### config.mk
export PLATFORM = sky130hd
export DESIGN_NAME = wit_timer
export DESIGN_NICKNAME = d
export VERILOG_FILES = /design/src/wit_pkg.sv /design/src/wit_timer.sv
export SDC_FILE = /design/constraint.sdc
export NUM_CORES = 1
export LEC_CHECK = 0
export BUFFER_PORTS_ARGS = -buffer_cell sky130_fd_sc_hd__buf_2
export CORE_MARGIN = 5
export CORE_UTILIZATION = 55
export DETAILED_ROUTE_END_ITERATION = 8
export PLACE_DENSITY = 0.77
export SLEW_MARGIN = 30
export SYNTH_ARGS = -nofsm -noshare
export SYNTH_HDL_FRONTEND = slang
export SYNTH_SLANG_ARGS = --single-unit
### constraint.sdc
create_clock -name clk_i -period 2.05 [get_ports clk_i]
set_input_delay 0.41 -clock clk_i [delete_from_list [all_inputs] [get_ports clk_i]]
set_output_delay 0.41 -clock clk_i [all_outputs]
set_load 0.03 [all_outputs]
### src/wit_pkg.sv
// Package for the watchdog and interval timer register block.
// Assumes one system clock and a CPU peripheral bus with
// byte and word transfers, all in the same clock domain.
package wit_pkg;

  // Bus address width and register addresses
  localparam int ADDR_W = 28;
  localparam logic [27:0] ADDR_CTRL_WR = 28'h5FFFFB8;
  localparam logic [27:0] ADDR_CTRL_RD = 28'h5FFFFB8;
  localparam logic [27:0] ADDR_COUNT_RD = 28'h5FFFFB9;
  localparam logic [27:0] ADDR_RST_WR = 28'h5FFFFBA;
  localparam logic [27:0] ADDR_RST_RD = 28'h5FFFFBB;

  // Write keys carried in the upper byte of a word write
  localparam logic [7:0] KEY_COUNT = 8'h5A;
  localparam logic [7:0] KEY_CTRL = 8'hA5;
  localparam logic [7:0] KEY_RST_CLR = 8'hA5;
  localparam logic [7:0] KEY_RST_CFG = 8'h5A;
  localparam logic [7:0] RST_CLR_DATA = 8'h00;

  // Field positions in the control and reset registers
  localparam int CTRL_FLAG_BIT = 7;
  localparam int CTRL_MODE_BIT = 6;
  localparam int CTRL_RUN_BIT = 5;
  localparam int CTRL_SEL_LSB = 0;
  localparam int RST_FLAG_BIT = 7;
  localparam int RST_ENA_BIT = 6;
  localparam int RST_TYPE_BIT = 5;

  // Reserved bits read as one; reset values
  localparam logic [7:0] CTRL_RESV_ONES = 8'h18;
  localparam logic [7:0] RST_RESV_ONES = 8'h1F;
  localparam logic [2:0] SEL_RESET = 3'h0;
  localparam logic [7:0] COUNT_RESET = 8'h00;
  localparam logic [7:0] COUNT_TOP = 8'hFF;

  // Pulse lengths in system clock cycles
  localparam int OVF_PULSE_CYCLES = 128;
  localparam int CHIP_RST_CYCLES = 512;

  // Prescaler width, enough for the divide by 8192 tap
  localparam int PRE_W = 13;

  // Counter overflow behaviour
  typedef enum logic {
    MODE_INTERVAL = 1'b0,
    MODE_WATCHDOG = 1'b1
  } wit_mode_e;

  // Request from the CPU peripheral bus
  typedef struct packed {
    logic valid;
    logic write;
    logic word;
    logic [27:0] addr;
    logic [15:0] wdata;
  } wit_bus_req_s;

  // Answer to the CPU peripheral bus
  typedef struct packed {
    logic ack;
    logic [7:0] rdata;
  } wit_bus_rsp_s;

  // Internal chip reset requests
  typedef struct packed {
    logic power_on;
    logic manual;
  } wit_chip_rst_s;

endpackage : wit_pkg

### src/wit_timer.sv
// Watchdog and interval timer with keyed register writes.
// Assumes the bus request is synchronous to clk_i, that
// standby_entry_i is a one-cycle pulse from the power
// controller, and that nrst_i is the external reset pin.
`timescale 1ns/10ps

// Function
// - Reset or standby clears flag, mode, run; select survives standby only.
// - Interval mode wrap from all ones to zero sets interval flag.
// - Interval flag clears on reset, standby, or read-as-one then zero write.
// - Interval mode raises interrupt; watchdog mode drives overflow pin.
// - Run bit low holds counter at zero; high lets it count.
// - Reserved bits read as one; software writes ones there.
// - Select picks divide by 2,64,128,256,512,1024,4096,8192.
// - Reset-control register loads 1F on pin reset and standby only.
// - Watchdog mode wrap sets watchdog flag, never in interval mode.
// - Watchdog flag clears on reset, standby, or read-as-one then keyed zero write.
// - Watchdog wrap with enable issues chip reset; counter, control reset. Interval flag is kept through the wrap.
// - Reset type zero gives power-on reset, one gives manual reset.
// - Counter and control register take word writes only.
// - Shared write address: key 5A loads counter, A5 loads control.
// - Reset-control register written only by word at its address.
// - Key A5 with data 00 clears watchdog flag only.
// - Key 5A copies data bits 6 and 5 to enable and type.
// - Counter is eight-bit up-counter on prescaled ticks, wrapping.
// - Byte reads: control B8, counter B9, reset-control BB.
// - Watchdog wrap drives overflow pin low for 128 cycles.
// - Chip reset stays asserted for 512 cycles.
module wit_timer (
  // Clock and reset
  input wire logic clk_i,
  input wire logic nrst_i,
  // Power management
  input wire logic standby_entry_i,
  // Peripheral bus
  input wire wit_pkg::wit_bus_req_s bus_req_i,
  output wit_pkg::wit_bus_rsp_s bus_rsp_o,
  // Events
  output logic interval_irq_o,
  output logic overflow_out_n_o,
  output wit_pkg::wit_chip_rst_s chip_rst_o
);

  // Divider mask for the selected tap: divide value minus one
  function automatic logic [12:0] tap_mask(input logic [2:0] sel);
    logic [12:0] m;
    m = 13'h0001;
    case (sel)
      3'h0: m = 13'h0001;
      3'h1: m = 13'h003F;
      3'h2: m = 13'h007F;
      3'h3: m = 13'h00FF;
      3'h4: m = 13'h01FF;
      3'h5: m = 13'h03FF;
      3'h6: m = 13'h0FFF;
      default: m = 13'h1FFF;
    endcase
    return m;
  endfunction : tap_mask

  // Control register fields
  logic interval_overflow_flag_ff;
  wit_pkg::wit_mode_e timer_mode_select_ff;
  logic timer_run_enable_ff;
  logic [2:0] prescale_select_ff;
  logic ovf_armed_ff;

  // Counter and prescaler
  logic [7:0] timer_count_ff;
  logic [12:0] pre_ff;

  // Reset control register fields
  logic watchdog_overflow_flag_ff;
  logic chip_reset_enable_ff;
  logic chip_reset_type_ff;
  logic watchdog_overflow_flag_armed_ff;

  // Output pulse timers
  logic ovo_n_ff;
  logic [6:0] ovo_cnt_ff;
  wit_pkg::wit_chip_rst_s crst_ff;
  logic [8:0] crst_cnt_ff;
  wit_pkg::wit_bus_rsp_s rsp_ff;

  // Decoded accesses
  logic wr_word;
  logic rd_byte;
  logic [7:0] wr_hi;
  logic [7:0] wr_lo;
  logic wr_shared;
  logic wr_rst;
  logic cnt_load;
  logic ctrl_load;
  logic rst_clr;
  logic rst_cfg;
  logic rd_ctrl;
  logic rd_count;
  logic rd_rst;
  logic tick;
  logic wrap;
  logic iv_wrap;
  logic wd_wrap;
  logic [7:0] nxt_rdata;

  // Bus decoding; byte writes never reach the registers
  assign wr_word = bus_req_i.valid & bus_req_i.write
                 & bus_req_i.word;
  assign rd_byte = bus_req_i.valid & ~bus_req_i.write
                 & ~bus_req_i.word;
  assign wr_hi = bus_req_i.wdata[15:8];
  assign wr_lo = bus_req_i.wdata[7:0];
  assign wr_shared = wr_word
                   & (bus_req_i.addr == wit_pkg::ADDR_CTRL_WR);
  assign wr_rst = wr_word
                & (bus_req_i.addr == wit_pkg::ADDR_RST_WR);

  // Keyed write selection; other keys match nothing
  assign cnt_load = wr_shared
                  & (wr_hi == wit_pkg::KEY_COUNT);
  assign ctrl_load = wr_shared
                   & (wr_hi == wit_pkg::KEY_CTRL);
  assign rst_clr = wr_rst & (wr_hi == wit_pkg::KEY_RST_CLR)
                 & (wr_lo == wit_pkg::RST_CLR_DATA);
  assign rst_cfg = wr_rst
                 & (wr_hi == wit_pkg::KEY_RST_CFG);

  // Read address decoding
  assign rd_ctrl = rd_byte
                 & (bus_req_i.addr == wit_pkg::ADDR_CTRL_RD);
  assign rd_count = rd_byte
                  & (bus_req_i.addr == wit_pkg::ADDR_COUNT_RD);
  assign rd_rst = rd_byte
                & (bus_req_i.addr == wit_pkg::ADDR_RST_RD);

  // Prescaler tap and counter wrap; a write to the counter wins
  assign tick = ((pre_ff & tap_mask(prescale_select_ff))
              == tap_mask(prescale_select_ff));
  assign wrap = timer_run_enable_ff & tick & ~cnt_load
              & (timer_count_ff == wit_pkg::COUNT_TOP);
  assign iv_wrap = wrap
                 & (timer_mode_select_ff == wit_pkg::MODE_INTERVAL);
  assign wd_wrap = wrap
                 & (timer_mode_select_ff == wit_pkg::MODE_WATCHDOG);

  // Read data multiplexer with reserved bits forced to one
  always_comb begin
    nxt_rdata = 8'h00;
    if (rd_ctrl) begin
      nxt_rdata = wit_pkg::CTRL_RESV_ONES;
      nxt_rdata[wit_pkg::CTRL_FLAG_BIT] = interval_overflow_flag_ff;
      nxt_rdata[wit_pkg::CTRL_MODE_BIT] = timer_mode_select_ff;
      nxt_rdata[wit_pkg::CTRL_RUN_BIT] = timer_run_enable_ff;
      nxt_rdata[wit_pkg::CTRL_SEL_LSB +: 3] = prescale_select_ff;
    end else if (rd_count) begin
      nxt_rdata = timer_count_ff;
    end else if (rd_rst) begin
      nxt_rdata = wit_pkg::RST_RESV_ONES;
      nxt_rdata[wit_pkg::RST_FLAG_BIT] = watchdog_overflow_flag_ff;
      nxt_rdata[wit_pkg::RST_ENA_BIT] = chip_reset_enable_ff;
      nxt_rdata[wit_pkg::RST_TYPE_BIT] = chip_reset_type_ff;
    end
  end

  // Bus answer one cycle after every request
  always_ff @(posedge clk_i or negedge nrst_i) begin
    if (!nrst_i) begin
      rsp_ff <= '0;
    end else begin
      rsp_ff.ack <= bus_req_i.valid;
      rsp_ff.rdata <= nxt_rdata;
    end
  end

  // Free-running prescaler of the system clock
  always_ff @(posedge clk_i or negedge nrst_i) begin
    if (!nrst_i) begin
      pre_ff <= '0;
    end else begin
      pre_ff <= pre_ff + 13'h0001;
    end
  end

  // Control register: mode, run enable and clock select
  always_ff @(posedge clk_i or negedge nrst_i) begin
    if (!nrst_i) begin
      timer_mode_select_ff <= wit_pkg::MODE_INTERVAL;
      timer_run_enable_ff <= 1'b0;
      prescale_select_ff <= wit_pkg::SEL_RESET;
    end else if (standby_entry_i) begin
      timer_mode_select_ff <= wit_pkg::MODE_INTERVAL;
      timer_run_enable_ff <= 1'b0;
    end else if (wd_wrap) begin
      timer_mode_select_ff <= wit_pkg::MODE_INTERVAL;
      timer_run_enable_ff <= 1'b0;
      prescale_select_ff <= wit_pkg::SEL_RESET;
    end else if (ctrl_load) begin
      timer_mode_select_ff <=
        wit_pkg::wit_mode_e'(wr_lo[wit_pkg::CTRL_MODE_BIT]);
      timer_run_enable_ff <= wr_lo[wit_pkg::CTRL_RUN_BIT];
      prescale_select_ff <= wr_lo[wit_pkg::CTRL_SEL_LSB +: 3];
    end
  end

  // Interval flag: set wins; clear needs an earlier read as one
  always_ff @(posedge clk_i or negedge nrst_i) begin
    if (!nrst_i) begin
      interval_overflow_flag_ff <= 1'b0;
    end else if (iv_wrap) begin
      interval_overflow_flag_ff <= 1'b1;
    end else if (standby_entry_i) begin
      interval_overflow_flag_ff <= 1'b0;
    end else if (ctrl_load & ovf_armed_ff
                 & ~wr_lo[wit_pkg::CTRL_FLAG_BIT]) begin
      interval_overflow_flag_ff <= 1'b0;
    end
  end

  // Arm the interval flag clear when software has seen it set
  always_ff @(posedge clk_i or negedge nrst_i) begin
    if (!nrst_i) begin
      ovf_armed_ff <= 1'b0;
    end else if (standby_entry_i | ~interval_overflow_flag_ff) begin
      ovf_armed_ff <= 1'b0;
    end else if (ctrl_load & ~wr_lo[wit_pkg::CTRL_FLAG_BIT]) begin
      ovf_armed_ff <= 1'b0;
    end else if (rd_ctrl) begin
      ovf_armed_ff <= 1'b1;
    end
  end

  // Counter: held at zero while stopped, write beats increment
  always_ff @(posedge clk_i or negedge nrst_i) begin
    if (!nrst_i) begin
      timer_count_ff <= wit_pkg::COUNT_RESET;
    end else if (wd_wrap | ~timer_run_enable_ff) begin
      timer_count_ff <= wit_pkg::COUNT_RESET;
    end else if (cnt_load) begin
      timer_count_ff <= wr_lo;
    end else if (tick) begin
      timer_count_ff <= timer_count_ff + 8'h01;
    end
  end

  // Watchdog flag: set wins; clear needs an earlier read as one
  always_ff @(posedge clk_i or negedge nrst_i) begin
    if (!nrst_i) begin
      watchdog_overflow_flag_ff <= 1'b0;
    end else if (wd_wrap) begin
      watchdog_overflow_flag_ff <= 1'b1;
    end else if (standby_entry_i) begin
      watchdog_overflow_flag_ff <= 1'b0;
    end else if (rst_clr & watchdog_overflow_flag_armed_ff) begin
      watchdog_overflow_flag_ff <= 1'b0;
    end
  end

  // Arm the watchdog flag clear when software has seen it set
  always_ff @(posedge clk_i or negedge nrst_i) begin
    if (!nrst_i) begin
      watchdog_overflow_flag_armed_ff <= 1'b0;
    end else if (standby_entry_i | ~watchdog_overflow_flag_ff) begin
      watchdog_overflow_flag_armed_ff <= 1'b0;
    end else if (rst_clr) begin
      watchdog_overflow_flag_armed_ff <= 1'b0;
    end else if (rd_rst) begin
      watchdog_overflow_flag_armed_ff <= 1'b1;
    end
  end

  // Reset enable and type; untouched by the watchdog's own reset
  always_ff @(posedge clk_i or negedge nrst_i) begin
    if (!nrst_i) begin
      chip_reset_enable_ff <= 1'b0;
      chip_reset_type_ff <= 1'b0;
    end else if (standby_entry_i) begin
      chip_reset_enable_ff <= 1'b0;
      chip_reset_type_ff <= 1'b0;
    end else if (rst_cfg) begin
      chip_reset_enable_ff <= wr_lo[wit_pkg::RST_ENA_BIT];
      chip_reset_type_ff <= wr_lo[wit_pkg::RST_TYPE_BIT];
    end
  end

  // Overflow pin held low for a fixed count after a watchdog wrap
  always_ff @(posedge clk_i or negedge nrst_i) begin
    if (!nrst_i) begin
      ovo_n_ff <= 1'b1;
      ovo_cnt_ff <= '0;
    end else if (wd_wrap) begin
      ovo_n_ff <= 1'b0;
      ovo_cnt_ff <= 7'(wit_pkg::OVF_PULSE_CYCLES - 1);
    end else if (!ovo_n_ff) begin
      if (ovo_cnt_ff == 7'h00) begin
        ovo_n_ff <= 1'b1;
      end else begin
        ovo_cnt_ff <= ovo_cnt_ff - 7'h01;
      end
    end
  end

  // Internal chip reset of the selected type, fixed length
  always_ff @(posedge clk_i or negedge nrst_i) begin
    if (!nrst_i) begin
      crst_ff <= '0;
      crst_cnt_ff <= '0;
    end else if (wd_wrap & chip_reset_enable_ff) begin
      crst_ff.power_on <= ~chip_reset_type_ff;
      crst_ff.manual <= chip_reset_type_ff;
      crst_cnt_ff <= 9'(wit_pkg::CHIP_RST_CYCLES - 1);
    end else if (crst_ff.power_on | crst_ff.manual) begin
      if (crst_cnt_ff == 9'h000) begin
        crst_ff <= '0;
      end else begin
        crst_cnt_ff <= crst_cnt_ff - 9'h001;
      end
    end
  end

  // Outputs straight from flip-flops
  assign interval_irq_o = interval_overflow_flag_ff;
  assign overflow_out_n_o = ovo_n_ff;
  assign chip_rst_o = crst_ff;
  assign bus_rsp_o = rsp_ff;

endmodule : wit_timer

==> results_dict.tcl <==
set metrics [dict create \
    status "complete, no violations" \
    track_usage_pct 21.04 \
    wl_per_cell_um 14.81 \
    insertedDiodeCount 0 \
    cts-root-buf "clkbuf_8" \
    antenna_found_initial 0 \
    power_density_mw_per_mm2 598.8 \
    cts_max_level 3 \
    ant_nets 0 \
    fin_tns_setup_ns 0 \
    max_slew.worst_pin.slew_ns 0.4937 \
    cts_buffers 9 \
    yosysTopAreaCell "dfrtp_1" \
    fin_worst_skew_ns 0.01027 \
    power_switching_mw 0.5220 \
    drv_cap 0 \
    grt_remaining_overflow 0 \
    final_util_pct 71.77 \
    grt_max_degree 24 \
    clkPwrFrac_pct 45.3 \
    num_vias 2772 \
    syn_inst 327 \
    start_util_pct 57.14 \
    die_h_um 85.87 \
    critical_path_class "reg -> reg" \
    io_pins 63 \
    slew_headroom_pct 67.08 \
    first_global_vias 2731 \
    nets 476 \
    crit_required_ns 2.32 \
    worstSkewPairLatency_ns 0.33 \
    cp-start-kind "flop" \
    rows 27 \
    route.detailed.drc 0 \
    endpoint_kind "flop" \
    wl_mm 7.361 \
    synth_common_cells "dfrtp_1, nand2_1, nor2_1, a21oi_1" \
    synth_seq_cells 60 \
    netlist_top_cells_area "dfrtp_1, nand2_1, xnor2_1" \
    cts.sinks 60 \
    dp.cells 474 \
    dieArea_mm2 0.007373 \
    place_congestion 0.8594 \
    yosys_warnings 0 \
    cts_tree "done" \
    asyncSetResetFlopFracSynth_pct 100.0 \
    wirelength_met1_mm 3.329 \
    internal_power_mw 1.859 \
    crit_path_max_fanout 5 \
    p_sw_share_pct 21.92 \
    synth_edf_count 0 \
    clk_path_buf_depth 2 \
    dr_wl_met2_mm 3.598 \
    die_x_um 85.87 \
    period_minus_slack_ns 1.978 \
    synth-seq-area-share_pct 47.47 \
    final_area_mm2 0.003976 \
    dr.pass1.iters 6 \
    route.met3.wl_um 326 \
    fmax_mhz 505.6 \
    p_leak_nw 1.832 \
    synth_top_area_share_pct 46.64 \
    p_comb_share_pct 4.9 \
    fill_cells 428 \
    ys.flop_type "dfrtp_1" \
    dpl_cell_area_mm2 0.003692 \
    syn_area_mm2 0.003166 \
    setup_viol 0 \
    finalCritPeriodShare_pct 96.49 \
    area_growth_pct 25.61 \
    worstHoldPathType "in -> async" \
    cts.clk_slew.worst_paths_ns 0.07 \
    drt-initial-drc-count 180 \
    stdcell_count 497 \
    hpwl_mm 5.445 \
    synth.avg_cell_area_um2 9.681 \
    slew_violations 0 \
    irDropWorstVdd_mv 0.4118 \
    routed.top_layer "met4" \
    yosysUniqueCellTypes 46 \
    drive_gt1_share_pct 29.18 \
    p_seq_share_pct 49.8 \
    hold_viol 0 \
    worst_slack_ns 0.07206 \
    total_power_mw 2.381 \
    pre_cts_ws_ns -0.06494 \
    vias_per_cell 5.577 \
    whs_ns 0.03593 \
    grt_pass1_wl_mm 12.34 \
    synth_nets 383 \
    crit_arrival_ns 2.25 \
    cts_hold_buf 0 \
    numPortBuffers 62 \
    yosysMostFrequentCell "dfrtp_1" \
    core_area_mm2 0.005540 \
    grt_setup_unrepaired "yes" \
]
path summary, 6_finish.rpt:
path                                      start                                 to  slack [ns]  cells after the start
max reg2reg                 pre_ff[4]$_DFF_PN0_         crst_cnt_ff[2]$_DFFE_PN0P_        0.07                      8
min                                      nrst_i           ovf_armed_ff$_DFFE_PN0P_        0.04                      1
max in group asynchronous                nrst_i  prescale_select_ff[1]$_DFFE_PN0P_        1.36                      2
max                         pre_ff[4]$_DFF_PN0_         crst_cnt_ff[2]$_DFFE_PN0P_        0.07                      8
min in group clk_i                bus_req_i[46]             bus_rsp_o[8]$_DFF_PN0_        0.20                      1
min reg2reg                pre_ff[12]$_DFF_PN0_               pre_ff[12]$_DFF_PN0_        0.46                      1
metal layers:
metal / up-vias / global-route usage [%]
met4: 0 / 8.345
met2: 72 / 33.57
met5: - / 0
li1: 1346 / -
met1: 1345 / 28.37
met3: 9 / 3.842
repair_timing:
item | in CTS | in global routing
buffers inserted | 2 | 4
pin swaps | 0 | 5
setup endpoints to repair | 4 | 13
resized for setup | 1 | 8
gates cloned | 0 | 1
hold endpoints to repair | 0 | 0
power by group through the flow:
stage          clock (mW)  combinational [mW]  sequential [mW]
3_3_place_gp            0               0.115             1.21
6_report             1.08               0.117             1.19
5_1_grt              1.16               0.132             1.18
4_1_cts              1.10               0.118             1.19
2_1_floorplan           0              0.0281             1.21
3_5_place_dp            0               0.118             1.21
worst max-delay path: stages (launching register included):
cell and delay (ns):
dfrtp_1 0.37, and4_4 0.25, a21oi_1 0.09, nor4_2 0.29, buf_4 0.19, nor4b_4 0.32, buf_4 0.18, nand3_2 0.13
nand2_1 0.11
cell families (layout without fill, tap and decap cells):
kind of cell               after synthesis  in the layout  synth area share, %
buffers and inverters                   22            119                3.004
and+or+nand+nor                        158            159                27.83
DFF                                     60             60                47.47
adders and majority gates                6              6                2.371
AOI/OAI and AO/OA                       41             41                7.866
muxes                                   10             10                3.162
xor gates and xnor gates                30             30                8.300
layout by cell type, fill, tap and decap left out, types with 4 or more instances in the layout:
| master | synthesis | routed |
|---|---|---|
| a21oi_1 | 19 | 18 |
| and3_1 | 7 | 7 |
| buf_2 | 4 | 62 |
| buf_4 | 2 | 30 |
| clkbuf_8 | 0 | 11 |
| dfrtp_1 | 59 | 57 |
| ha_1 | 6 | 6 |
| inv_1 | 10 | 10 |
| mux2i_1 | 10 | 10 |
| nand2_1 | 42 | 42 |
| nand2b_1 | 4 | 4 |
| nand3_1 | 10 | 10 |
| nand4_1 | 10 | 10 |
| nand4b_1 | 4 | 4 |
| nor2_1 | 26 | 25 |
| nor3_1 | 17 | 17 |
| nor4_1 | 8 | 8 |
| o211ai_1 | 4 | 4 |
| or3_1 | 5 | 5 |
| xnor2_1 | 17 | 17 |
| xor2_1 | 13 | 13 |
layout make-up:
cell class | instances | area (µm²) | area share [%]
inverter | 11 | 41.29 | 1.038
timing repair buffer | 92 | 535.5 | 13.47
tap | 72 | 90.09 | 2.266
clock buffer | 12 | 155.1 | 3.902
sequential | 60 | 1505 | 37.85
multi-input combinational | 246 | 1602 | 40.28
clock inverter | 4 | 47.55 | 1.196
flip-flops by register name, indices dropped and copies added (netlist names):
register and flops:
watchdog_overflow_flag_armed_ff 1, timer_mode_select_ff 1, interval_irq_o 1, ovo_cnt_ff 7, timer_run_enable_ff 1, pre_ff 13, watchdog_overflow_flag_ff 1, crst_cnt_ff 9
bus_rsp_o 9, chip_reset_type_ff 1, timer_count_ff 8, chip_rst_o 2, overflow_out_n_o 1, prescale_select_ff 3, ovf_armed_ff 1, chip_reset_enable_ff 1
Note: power is estimated with default switching activity, not from simulation.
